$ cat src/angc_pkg.sv
// Package: offsets, field layout and reset values of the next-page/config bank
package angc_pkg;

  // ****************************************
  // Register offsets
  // ****************************************
  localparam logic [4:0] ANGC_OFS_NP_TX   = 5'h07;
  localparam logic [4:0] ANGC_OFS_NP_RX   = 5'h08;
  localparam logic [4:0] ANGC_OFS_GIG_CFG = 5'h09;
  localparam logic [4:0] ANGC_OFS_AN_EXP  = 5'h06;

  // ****************************************
  // Next-page word field positions
  // ****************************************
  localparam int ANGC_NP_MORE_BIT   = 15;
  localparam int ANGC_NP_ACK_BIT    = 14;
  localparam int ANGC_NP_MSG_BIT    = 13;
  localparam int ANGC_NP_COMPLY_BIT = 12;
  localparam int ANGC_NP_TOGGLE_BIT = 11;
  localparam int ANGC_NP_CODE_MSB   = 10;

  // ****************************************
  // Gigabit config word field positions
  // ****************************************
  localparam int ANGC_CFG_TEST_LSB   = 13;
  localparam int ANGC_CFG_MAN_MS_BIT = 12;
  localparam int ANGC_CFG_MS_VAL_BIT = 11;
  localparam int ANGC_CFG_PORT_BIT   = 10;
  localparam int ANGC_CFG_FD_BIT     = 9;
  localparam int ANGC_CFG_HD_BIT     = 8;
  localparam int ANGC_CFG_DIAG_BIT   = 7;

  // Expansion-status bits held by this bank
  localparam int ANGC_EXP_LOC_ABLE_BIT = 6;
  localparam int ANGC_EXP_LOC_8_BIT    = 5;
  localparam int ANGC_EXP_PAGE_RX_BIT  = 1;

  // ****************************************
  // Reset values and masks
  // ****************************************
  localparam logic [15:0] ANGC_NP_RESET      = 16'h2001;
  localparam logic [15:0] ANGC_NP_TX_WR_MASK = 16'hb7ff;
  // Bit 9 resets to one; the strap option overwrites it after release
  localparam logic [15:0] ANGC_CFG_RESET     = 16'h0300;
  localparam logic [15:0] ANGC_CFG_WR_MASK   = 16'hff80;

  // ****************************************
  // Types
  // ****************************************
  typedef enum logic [2:0] {
    ANGC_TM_NORMAL,
    ANGC_TM_WAVEFORM,
    ANGC_TM_JITTER_MASTER,
    ANGC_TM_JITTER_SLAVE,
    ANGC_TM_DISTORTION,
    ANGC_TM_SCRAMBLED_IDLE,
    ANGC_TM_PATTERN_0001,
    ANGC_TM_PULSE_63_ZERO
  } angc_test_mode_type;

  typedef struct packed {
    logic [4:0]  addr;
    logic        wr;
    logic        rd;
    logic [15:0] wdata;
  } angc_mgmt_req_type;

  typedef struct packed {
    logic        valid;
    logic        more;
    logic        ack;
    logic        msg;
    logic        comply;
    logic        toggle;
    logic [10:0] code;
  } angc_page_type;

  typedef struct packed {
    angc_test_mode_type test_mode;
    logic               manual_ms_en;
    logic               force_master;
    logic               adv_multi_port;
    logic               adv_gig_fd;
    logic               adv_gig_hd;
    logic               auto_cable_diag_on_link_loss;
  } angc_cfg_type;

endpackage : angc_pkg

$ cat src/angc_page_rx.sv
// Receive next-page capture and page-received flag
`timescale 1ns/100ps
module angc_page_rx (
  // Clock and reset
  input  wire logic                   clk_in,
  input  wire logic                   rst_b_in,
  // Page from the negotiation logic
  input  wire angc_pkg::angc_page_type page_in,
  // Read of the expansion status clears the flag
  input  wire logic                   status_read_in,
  // Captured word and flag
  output logic [15:0]                 rx_word_out,
  output logic                        page_rx_out
);

  logic [15:0] rx_word_q;
  logic        page_rx_q;

  // Only a complete accepted page is stored; others leave the word alone
  always_ff @(posedge clk_in or negedge rst_b_in) begin
    if (!rst_b_in) begin
      rx_word_q <= angc_pkg::ANGC_NP_RESET;
    end else if (page_in.valid) begin
      rx_word_q <= {page_in.more, page_in.ack, page_in.msg,
                    page_in.comply, page_in.toggle, page_in.code};
    end
  end

  // Arrival wins over the read clear
  always_ff @(posedge clk_in or negedge rst_b_in) begin
    if (!rst_b_in) begin
      page_rx_q <= 1'b0;
    end else if (page_in.valid) begin
      page_rx_q <= 1'b1;
    end else if (status_read_in) begin
      page_rx_q <= 1'b0;
    end
  end

  assign rx_word_out = rx_word_q;
  assign page_rx_out = page_rx_q;

endmodule : angc_page_rx

$ cat src/angc_cfg_reg.sv
// Gigabit configuration word storage
`timescale 1ns/100ps
module angc_cfg_reg (
  // Clock and reset
  input  wire logic         clk_in,
  input  wire logic         rst_b_in,
  // Full-duplex strap, sampled once after reset release
  input  wire logic         fd_strap_in,
  input  wire logic         strap_load_in,
  // Write port
  input  wire logic         wr_in,
  input  wire logic [15:0]  wdata_in,
  // Word
  output logic [15:0]       cfg_word_out
);

  logic [15:0] cfg_q;

  always_ff @(posedge clk_in or negedge rst_b_in) begin
    if (!rst_b_in) begin
      cfg_q <= angc_pkg::ANGC_CFG_RESET;
    end else if (strap_load_in) begin
      cfg_q[angc_pkg::ANGC_CFG_FD_BIT] <= fd_strap_in;
    end else if (wr_in) begin
      // Reserved low bits stay zero
      cfg_q <= wdata_in & angc_pkg::ANGC_CFG_WR_MASK;
    end
  end

  assign cfg_word_out = cfg_q;

endmodule : angc_cfg_reg

$ cat src/angc_regs.sv
// Next-page and gigabit configuration register bank
`timescale 1ns/100ps
module angc_regs #(
  // Package option: 1 takes bit 9 from the strap, 0 resets it to one
  parameter bit FD_FROM_STRAP = 1'b0
) (
  // Clock and reset
  input  wire logic                      clk_in,
  input  wire logic                      rst_b_in,
  // Management access (decoded serial frames, same clock)
  input  wire angc_pkg::angc_mgmt_req_type mgmt_req_in,
  output logic [15:0]                    mgmt_rdata_out,
  output logic                           mgmt_hit_out,
  // Strap pin
  input  wire logic                      fd_strap_pin_in,
  // Negotiation engine
  input  wire logic                      tx_ack_in,
  input  wire logic                      page_sent_in,
  input  wire angc_pkg::angc_page_type   rx_page_in,
  input  wire logic                      link_up_in,
  output logic [15:0]                    tx_word_out,
  output logic                           tx_msg_page_out,
  output logic [10:0]                    tx_code_out,
  // Configuration to the PMA and diagnostics
  output angc_pkg::angc_cfg_type         cfg_out,
  output logic                           ms_conflict_risk_out,
  output logic                           diag_start_out,
  output logic                           page_rx_out
);

  // ****************************************
  // Reset release and strap capture
  // ****************************************
  logic       rst_meta_q;
  logic       rst_sync_q;
  logic       strap_meta_q;
  logic       strap_sync_q;
  logic [1:0] strap_wait_q;
  logic       strap_load;

  always_ff @(posedge clk_in or negedge rst_b_in) begin
    if (!rst_b_in) begin
      rst_meta_q <= 1'b0;
      rst_sync_q <= 1'b0;
    end else begin
      rst_meta_q <= 1'b1;
      rst_sync_q <= rst_meta_q;
    end
  end

  always_ff @(posedge clk_in or negedge rst_sync_q) begin
    if (!rst_sync_q) begin
      strap_meta_q <= 1'b0;
      strap_sync_q <= 1'b0;
    end else begin
      strap_meta_q <= fd_strap_pin_in;
      strap_sync_q <= strap_meta_q;
    end
  end

  // Load happens once, after the strap synchroniser has filled
  always_ff @(posedge clk_in or negedge rst_sync_q) begin
    if (!rst_sync_q) begin
      strap_wait_q <= 2'h0;
    end else if (strap_wait_q != 2'h3) begin
      strap_wait_q <= strap_wait_q + 2'h1;
    end
  end

  assign strap_load = FD_FROM_STRAP && (strap_wait_q == 2'h2);

  // ****************************************
  // Address decode
  // ****************************************
  function automatic logic hit(input logic [4:0] a, input logic [4:0] ofs);
    hit = (a == ofs);
  endfunction : hit

  logic wr_tx;
  logic wr_cfg;
  logic rd_exp;

  assign wr_tx  = mgmt_req_in.wr && hit(mgmt_req_in.addr,
                  angc_pkg::ANGC_OFS_NP_TX);
  assign wr_cfg = mgmt_req_in.wr && hit(mgmt_req_in.addr,
                  angc_pkg::ANGC_OFS_GIG_CFG);
  assign rd_exp = mgmt_req_in.rd && hit(mgmt_req_in.addr,
                  angc_pkg::ANGC_OFS_AN_EXP);

  // ****************************************
  // Transmit next-page word
  // ****************************************
  logic [15:0] tx_q;
  logic        last_toggle_q;

  // Software owns only the writable fields
  always_ff @(posedge clk_in or negedge rst_sync_q) begin
    if (!rst_sync_q) begin
      tx_q <= angc_pkg::ANGC_NP_RESET;
    end else if (wr_tx) begin
      tx_q <= mgmt_req_in.wdata & angc_pkg::ANGC_NP_TX_WR_MASK;
    end
  end

  // Toggle tracks the last exchanged word; starts so first page sends 0
  always_ff @(posedge clk_in or negedge rst_sync_q) begin
    if (!rst_sync_q) begin
      last_toggle_q <= 1'b1;
    end else if (page_sent_in) begin
      last_toggle_q <= ~last_toggle_q;
    end
  end

  logic [15:0] tx_word;
  always_comb begin
    tx_word = tx_q;
    tx_word[angc_pkg::ANGC_NP_ACK_BIT]    = tx_ack_in;
    tx_word[angc_pkg::ANGC_NP_TOGGLE_BIT] = ~last_toggle_q;
  end

  assign tx_word_out     = tx_word;
  assign tx_msg_page_out = tx_q[angc_pkg::ANGC_NP_MSG_BIT];
  assign tx_code_out     = tx_q[angc_pkg::ANGC_NP_CODE_MSB:0];

  // ****************************************
  // Receive word and gigabit config
  // ****************************************
  logic [15:0] rx_word;
  logic [15:0] cfg_word;
  logic        page_rx;

  // Partner word is never software-written; writes to it decode to nothing
  angc_page_rx u_page_rx (
    .clk_in         (clk_in),
    .rst_b_in       (rst_sync_q),
    .page_in        (rx_page_in),
    .status_read_in (rd_exp),
    .rx_word_out    (rx_word),
    .page_rx_out    (page_rx)
  );

  angc_cfg_reg u_cfg (
    .clk_in        (clk_in),
    .rst_b_in      (rst_sync_q),
    .fd_strap_in   (strap_sync_q),
    .strap_load_in (strap_load),
    .wr_in         (wr_cfg),
    .wdata_in      (mgmt_req_in.wdata),
    .cfg_word_out  (cfg_word)
  );

  always_comb begin
    cfg_out.test_mode = angc_pkg::angc_test_mode_type'(
      cfg_word[15:angc_pkg::ANGC_CFG_TEST_LSB]);
    cfg_out.manual_ms_en   = cfg_word[angc_pkg::ANGC_CFG_MAN_MS_BIT];
    cfg_out.force_master   = cfg_word[angc_pkg::ANGC_CFG_MAN_MS_BIT] &&
                             cfg_word[angc_pkg::ANGC_CFG_MS_VAL_BIT];
    cfg_out.adv_multi_port = cfg_word[angc_pkg::ANGC_CFG_PORT_BIT];
    cfg_out.adv_gig_fd     = cfg_word[angc_pkg::ANGC_CFG_FD_BIT];
    cfg_out.adv_gig_hd     = cfg_word[angc_pkg::ANGC_CFG_HD_BIT];
    cfg_out.auto_cable_diag_on_link_loss =
      cfg_word[angc_pkg::ANGC_CFG_DIAG_BIT];
  end

  // Manual role is honoured blindly; a clash with the partner can stop link
  assign ms_conflict_risk_out =
    cfg_word[angc_pkg::ANGC_CFG_MAN_MS_BIT];
  assign page_rx_out = page_rx;

  // ****************************************
  // Automatic diagnostic on link loss
  // ****************************************
  logic link_was_q;
  logic diag_q;

  always_ff @(posedge clk_in or negedge rst_sync_q) begin
    if (!rst_sync_q) begin
      link_was_q <= 1'b0;
      diag_q     <= 1'b0;
    end else begin
      link_was_q <= link_up_in;
      diag_q     <= link_was_q && !link_up_in &&
                    cfg_word[angc_pkg::ANGC_CFG_DIAG_BIT];
    end
  end

  assign diag_start_out = diag_q;

  // ****************************************
  // Read data
  // ****************************************
  logic [15:0] exp_word;
  always_comb begin
    exp_word = 16'h0000;
    exp_word[angc_pkg::ANGC_EXP_LOC_ABLE_BIT] = 1'b1;
    exp_word[angc_pkg::ANGC_EXP_LOC_8_BIT]    = 1'b1;
    exp_word[angc_pkg::ANGC_EXP_PAGE_RX_BIT]  = page_rx;
  end

  logic [15:0] rdata_q;
  logic        hit_q;

  always_ff @(posedge clk_in or negedge rst_sync_q) begin
    if (!rst_sync_q) begin
      rdata_q <= 16'h0000;
      hit_q   <= 1'b0;
    end else begin
      hit_q <= mgmt_req_in.rd;
      case (mgmt_req_in.addr)
        angc_pkg::ANGC_OFS_NP_TX:   rdata_q <= tx_word;
        angc_pkg::ANGC_OFS_NP_RX:   rdata_q <= rx_word;
        angc_pkg::ANGC_OFS_GIG_CFG: rdata_q <= cfg_word;
        angc_pkg::ANGC_OFS_AN_EXP:  rdata_q <= exp_word;
        default:                    rdata_q <= 16'h0000;
      endcase
    end
  end

  assign mgmt_rdata_out = rdata_q;
  assign mgmt_hit_out   = hit_q;

endmodule : angc_regs

$ cat config.mk
export PLATFORM = sky130hd
export DESIGN_NAME = angc_regs
export DESIGN_NICKNAME = d
export VERILOG_FILES = /design/src/angc_pkg.sv /design/src/angc_page_rx.sv /design/src/angc_cfg_reg.sv /design/src/angc_regs.sv
export SDC_FILE = /design/constraint.sdc
export NUM_CORES = 1
export LEC_CHECK = 0
export BUFFER_PORTS_ARGS = -buffer_cell sky130_fd_sc_hd__buf_2
export CAP_MARGIN = 0
export CORE_ASPECT_RATIO = 1.75
export CORE_MARGIN = 1.5
export CORE_UTILIZATION = 40
export CTS_CLUSTER_DIAMETER = 200
export DETAILED_ROUTE_END_ITERATION = 7
export GPL_ROUTABILITY_DRIVEN = 0
export PLACE_DENSITY = 0.68
export SLEW_MARGIN = 5
export SYNTH_ARGS = -nofsm -noshare
export SYNTH_HDL_FRONTEND = slang
export SYNTH_SLANG_ARGS = --single-unit
export TNS_END_PERCENT = 1
$ cat constraint.sdc
create_clock -name clk_in -period 2.5 [get_ports clk_in]
set_clock_uncertainty 0.2 [all_clocks]
set_input_delay 0.5 -clock clk_in [delete_from_list [all_inputs] [get_ports clk_in]]
set_output_delay 0.5 -clock clk_in [all_outputs]
set_load 0.03 [all_outputs]
# Word level (Yosys, flattened, before mapping)
# Index checks and enable logic that the tools add are counted.
# word_totals
register_bits	62
in_bits	46
out_inout_bits	57
wordCells	27
# op_classes
eq_ne	4
n_mux	3
bitwise_logic	1
reduce_logical	8
# ops
op	n
$pmux 16 s4	1
$eq 5x3->1 const B	2
$eq 5x4->1 const B	2
$logic_and 1x1->1	6
$mux 1	2
$reduce_bool 2->1	1
$logic_not 1->1	1
$not 1->1	1

# Logic depth before layout (Yosys ltp)
# depth
ltp_word	4
mapped_depth	5
ltp_nobuf	3

# Hierarchy
# From an unflattened synthesis, not the netlist that was laid out.
# hier_totals
hier_cells	192
hier_area_um2	2924.1
# by_module_without_submodules
module	n_inst	cells_per_inst	area_per_inst_um2	seq_area_each_um2
angc_regs	1	125	1790.5	954.7
angc_page_rx	1	37	685.7	427.9
angc_cfg_reg	1	30	447.9	227.7

# Least setup slack after synthesis
# OpenSTA, ideal clock, no wires.
# synth_timing
path_kind	input to register
from	in mgmt_req_in[22] (netlist bit)
to	reg u_cfg.cfg_q[10] (netlist: u_cfg.cfg_word_out[10])
setup_ns	0.125
t_arrival_ns	1.603
required_time_ns	2.175
setup_slack_ns	0.572
stages	3
path_buffers	0
path_cell_list	or4b_4 nor2_8 mux2_4
# synth_between
elab_chain_len	2
# synth_rtl
item	line	rtl
from (decl)	angc_regs.sv:11	input wire angc_pkg::angc_mgmt_req_type mgmt_req_in,
$eq 5x4->1	angc_regs.sv:76	hit = (a == ofs);
$logic_and 1x1->1	angc_regs.sv:85	assign wr_cfg = mgmt_req_in.wr && hit(mgmt_req_in.addr,
to (signal assigned)	angc_cfg_reg.sv:21	cfg_q <= angc_pkg::ANGC_CFG_RESET;
to (signal, indexed assignment)	angc_cfg_reg.sv:23	cfg_q[angc_pkg::ANGC_CFG_FD_BIT] <= fd_strap_in;
to (signal assigned)	angc_cfg_reg.sv:26	cfg_q <= wdata_in & angc_pkg::ANGC_CFG_WR_MASK;
to (decl)	angc_cfg_reg.sv:17	logic [15:0] cfg_q;
# No other way between the ends.
# A chain may end at the register's enable or synchronous reset.

# Worst setup path in the final report
# layout_timing
from	in mgmt_req_in[21] (netlist bit)
to	reg tx_q[7]
# layout_between
elab_chain_len	2
# layout_rtl
item	line	rtl
$eq 5x3->1	angc_regs.sv:76	
$logic_and 1x1->1	angc_regs.sv:83	assign wr_tx = mgmt_req_in.wr && hit(mgmt_req_in.addr,
to (signal assigned)	angc_regs.sv:99	tx_q <= angc_pkg::ANGC_NP_RESET;
to (signal assigned)	angc_regs.sv:101	tx_q <= mgmt_req_in.wdata & angc_pkg::ANGC_NP_TX_WR_MASK;
to (decl)	angc_regs.sv:93	logic [15:0] tx_q;
# No other way between the ends.

==> impl_metrics.json <==
{
  "endpoint_kind": "flip-flop",
  "ys_seq_elements": 62,
  "drc_errors": 0,
  "path_cells": "buf_2, and4bb_4, and3_1, buf_4, mux2_2",
  "vias_per_cell": 4.73,
  "wirelength_um": 5610,
  "r2r_setup_slack_ns": 1.31,
  "cp.arrival_ns": 1.80,
  "wl_met1_um": 2100,
  "grt_util_all_layers_pct": 17.2,
  "cts_buffers": 9,
  "num_vias": 1692,
  "portBuffers": 101,
  "relSlewSlack_pct": 53.5,
  "clk_latency_ns": 0.32,
  "highest_layer": "met4",
  "rsz0062_at_grt": "false",
  "num_rows": 39,
  "grt_pass1_wl_um": 9050,
  "synth.distinct_cells": 27,
  "die_width_um": 64.5,
  "critPathLaunchType": "input port",
  "numClockSinks": 62,
  "max-vdd-ir-drop_uv": 630,
  "drv_slew": 0,
  "avgSynthCellArea_um2": 14.6,
  "hold_viol_final": 0,
  "fin_tns_setup_ns": 0,
  "cp.required_ns": 2.50,
  "clockBufferDepth": 2,
  "hold_buffers": 1,
  "syn_nets": 227,
  "fin_util_pct": 53.6,
  "tightest_slew_ns": 0.697,
  "firstDrtPassIters": 4,
  "syn_area_mm2": 0.00265,
  "wire_per_inst_um": 15.7,
  "core_area_mm2": 0.00644,
  "final_nets": 317,
  "die-area_mm2": 0.00713,
  "io_pins": 103,
  "layout_min_cycle_time_ns": 1.81,
  "path_class": "in2reg",
  "dp_hpwl_um": 4090,
  "layout_commonest_cell": "buf_2",
  "critPathTopFamily": "simple AND/OR/NAND/NOR gates",
  "fillers": 597,
  "crit_path_top_delay_cell": "and4bb_4",
  "die-height_um": 111,
  "final_layout_size_suffix_gt1_share_pct": 62.7,
  "drtAntennaViolNets": 0,
  "setup_viol": 0,
  "multi_input_area_um2": 877,
  "reg2regPathDepth": 1,
  "synth_seq_area_share_pct": 59.0,
  "drv_cap": 0,
  "leakage_uw": 0.00188,
  "clockRootBuffer": "clkbuf_16",
  "clk_pin_slew_worst_paths_ns": 0.05,
  "run_status": "completed",
  "worstSetupPathDepth": 5,
  "regArea_mm2": 0.00156,
  "cpPeakStageDelay_ns": 0.39,
  "drt_iter0_markers": 55,
  "layout_common_cells": "buf_2, dfrtp_1, mux2_2",
  "postCtsSetupBuffers": 0,
  "crit_fanout": 11,
  "antenna_found_initial": 0,
  "min-delay-path-class": "in2reg",
  "synth_cells": 181,
  "met3RoutedLength_um": 302,
  "grt_max_degree": 33,
  "cts_tree": "done",
  "synth_warnings": 0,
  "htreeDepth": 3,
  "clock.fmax_mhz": 553,
  "syn_to_final_growth_pct": 30.6,
  "start_util_pct": 41.1,
  "grt.overflow.total": 0,
  "holdWs_ns": 0.0977,
  "grt_pass1_vias": 1795,
  "cts_resized": 0,
  "wl_met2_um": 3080,
  "p_per_area_mw_per_mm2": 937,
  "antennaDiodeCount": 0,
  "critPathBufInv": 2,
  "finalCritPeriodShare_pct": 72.3,
  "hold_depth": 1
}
synthesized netlist by cell type, drive strengths merged:
cell type / instances / area share [%]
a21o: 9 / 2.6
a22o: 7 / 2.3
and2: 2 / 0.47
and3: 1 / 0.24
and3b: 1 / 0.33
and4bb: 1 / 0.62
buf: 27 / 7.4
clkbuf: 2 / 0.28
conb: 1 / 0.14
dfrtp: 55 / 52
dfstp: 7 / 7.0
inv: 1 / 0.14
mux2: 40 / 18
mux2i: 9 / 3.4
nand2: 1 / 0.14
nand2b: 2 / 0.47
nand3: 1 / 0.19
nand3b: 1 / 0.28
nor2: 10 / 2.6
o21ai: 1 / 0.19
or4b: 1 / 0.52
xor2: 1 / 0.33
stage by stage:
stage / power [µW] / std cells / instance area [µm²] / worst slack, ns
after floorplan: 1770 / 181 / 2650 / 0.458
after global placement: 1880 / 341 / 3110 / 0.376
after detailed placement: 1900 / 341 / 3110 / 0.354
after CTS: 3280 / 358 / 3450 / 0.694
after global routing: 3370 / 358 / 3450 / 0.670
final: 3240 / 358 / 3450 / 0.693
logic make-up (layout without fill, tap and decap cells):
logic type,after synthesis,after routing,synth area share (%)
muxes,49,49,21.7
xor gates and xnor gates,1,1,0.331
DFF,62,62,59.0
AOI/OAI and AO/OA,17,17,5.06
buffers and inverters,30,125,7.85
other,1,1,0.142
and+or+nand+nor,21,21,5.91
sequential cells by signal (all words and copies together) (netlist names):
signal and count:
mgmt_rdata_out 16, u_page_rx.rx_word_out 16, tx_q 14, u_cfg.cfg_word_out 9
diag_start_out 1, last_toggle_q 1, link_was_q 1, mgmt_hit_out 1
rst_meta_q 1, rst_sync_q 1, u_page_rx.page_rx_out 1
layout make-up:
| cell class | count | share of cell area (%) |
|---|---|---|
| multi-input combinational | 89 | 25.4 |
| inverter | 1 | 0.109 |
| sequential | 62 | 45.2 |
| tap | 82 | 2.97 |
| clock buffer | 13 | 7.83 |
| timing repair buffer | 108 | 16.6 |
| clock inverter | 3 | 1.88 |
path summary, 6_finish.rpt:
kind,start,end
setup / recovery,mgmt_req_in[21],tx_q[7]$_DFFE_PN0P_
hold / removal,link_up_in,link_was_q$_DFF_PN0_
setup reg to reg,rst_sync_q$_DFF_PN0_,tx_q[13]$_DFFE_PN1P_
hold reg to reg,rst_sync_q$_DFF_PN0_,u_page_rx.rx_word_out[6]$_DFFE_PN0P_
max in group asynchronous,rst_sync_q$_DFF_PN0_,tx_q[13]$_DFFE_PN1P_
min in group asynchronous,rst_sync_q$_DFF_PN0_,u_page_rx.rx_word_out[6]$_DFFE_PN0P_
where the power goes:
part	total, µW	leakage, µW	internal, µW	switching, µW
combinational	637	0.000941	240	397
clock	1360	0.000166	952	409
sequential	1240	0.000770	1140	97.4
total	3240	0.00188	2330	904
metal layers:
| layer | global-route usage [%] | vias to the layer above |
|---|---|---|
| li1 | - | 783 |
| met1 | 19.8 | 837 |
| met2 | 29.1 | 62 |
| met3 | 4.99 | 10 |
| met4 | 7.80 | 0 |
| met5 | 0 | - |
Power figures use the tool's default switching activity.
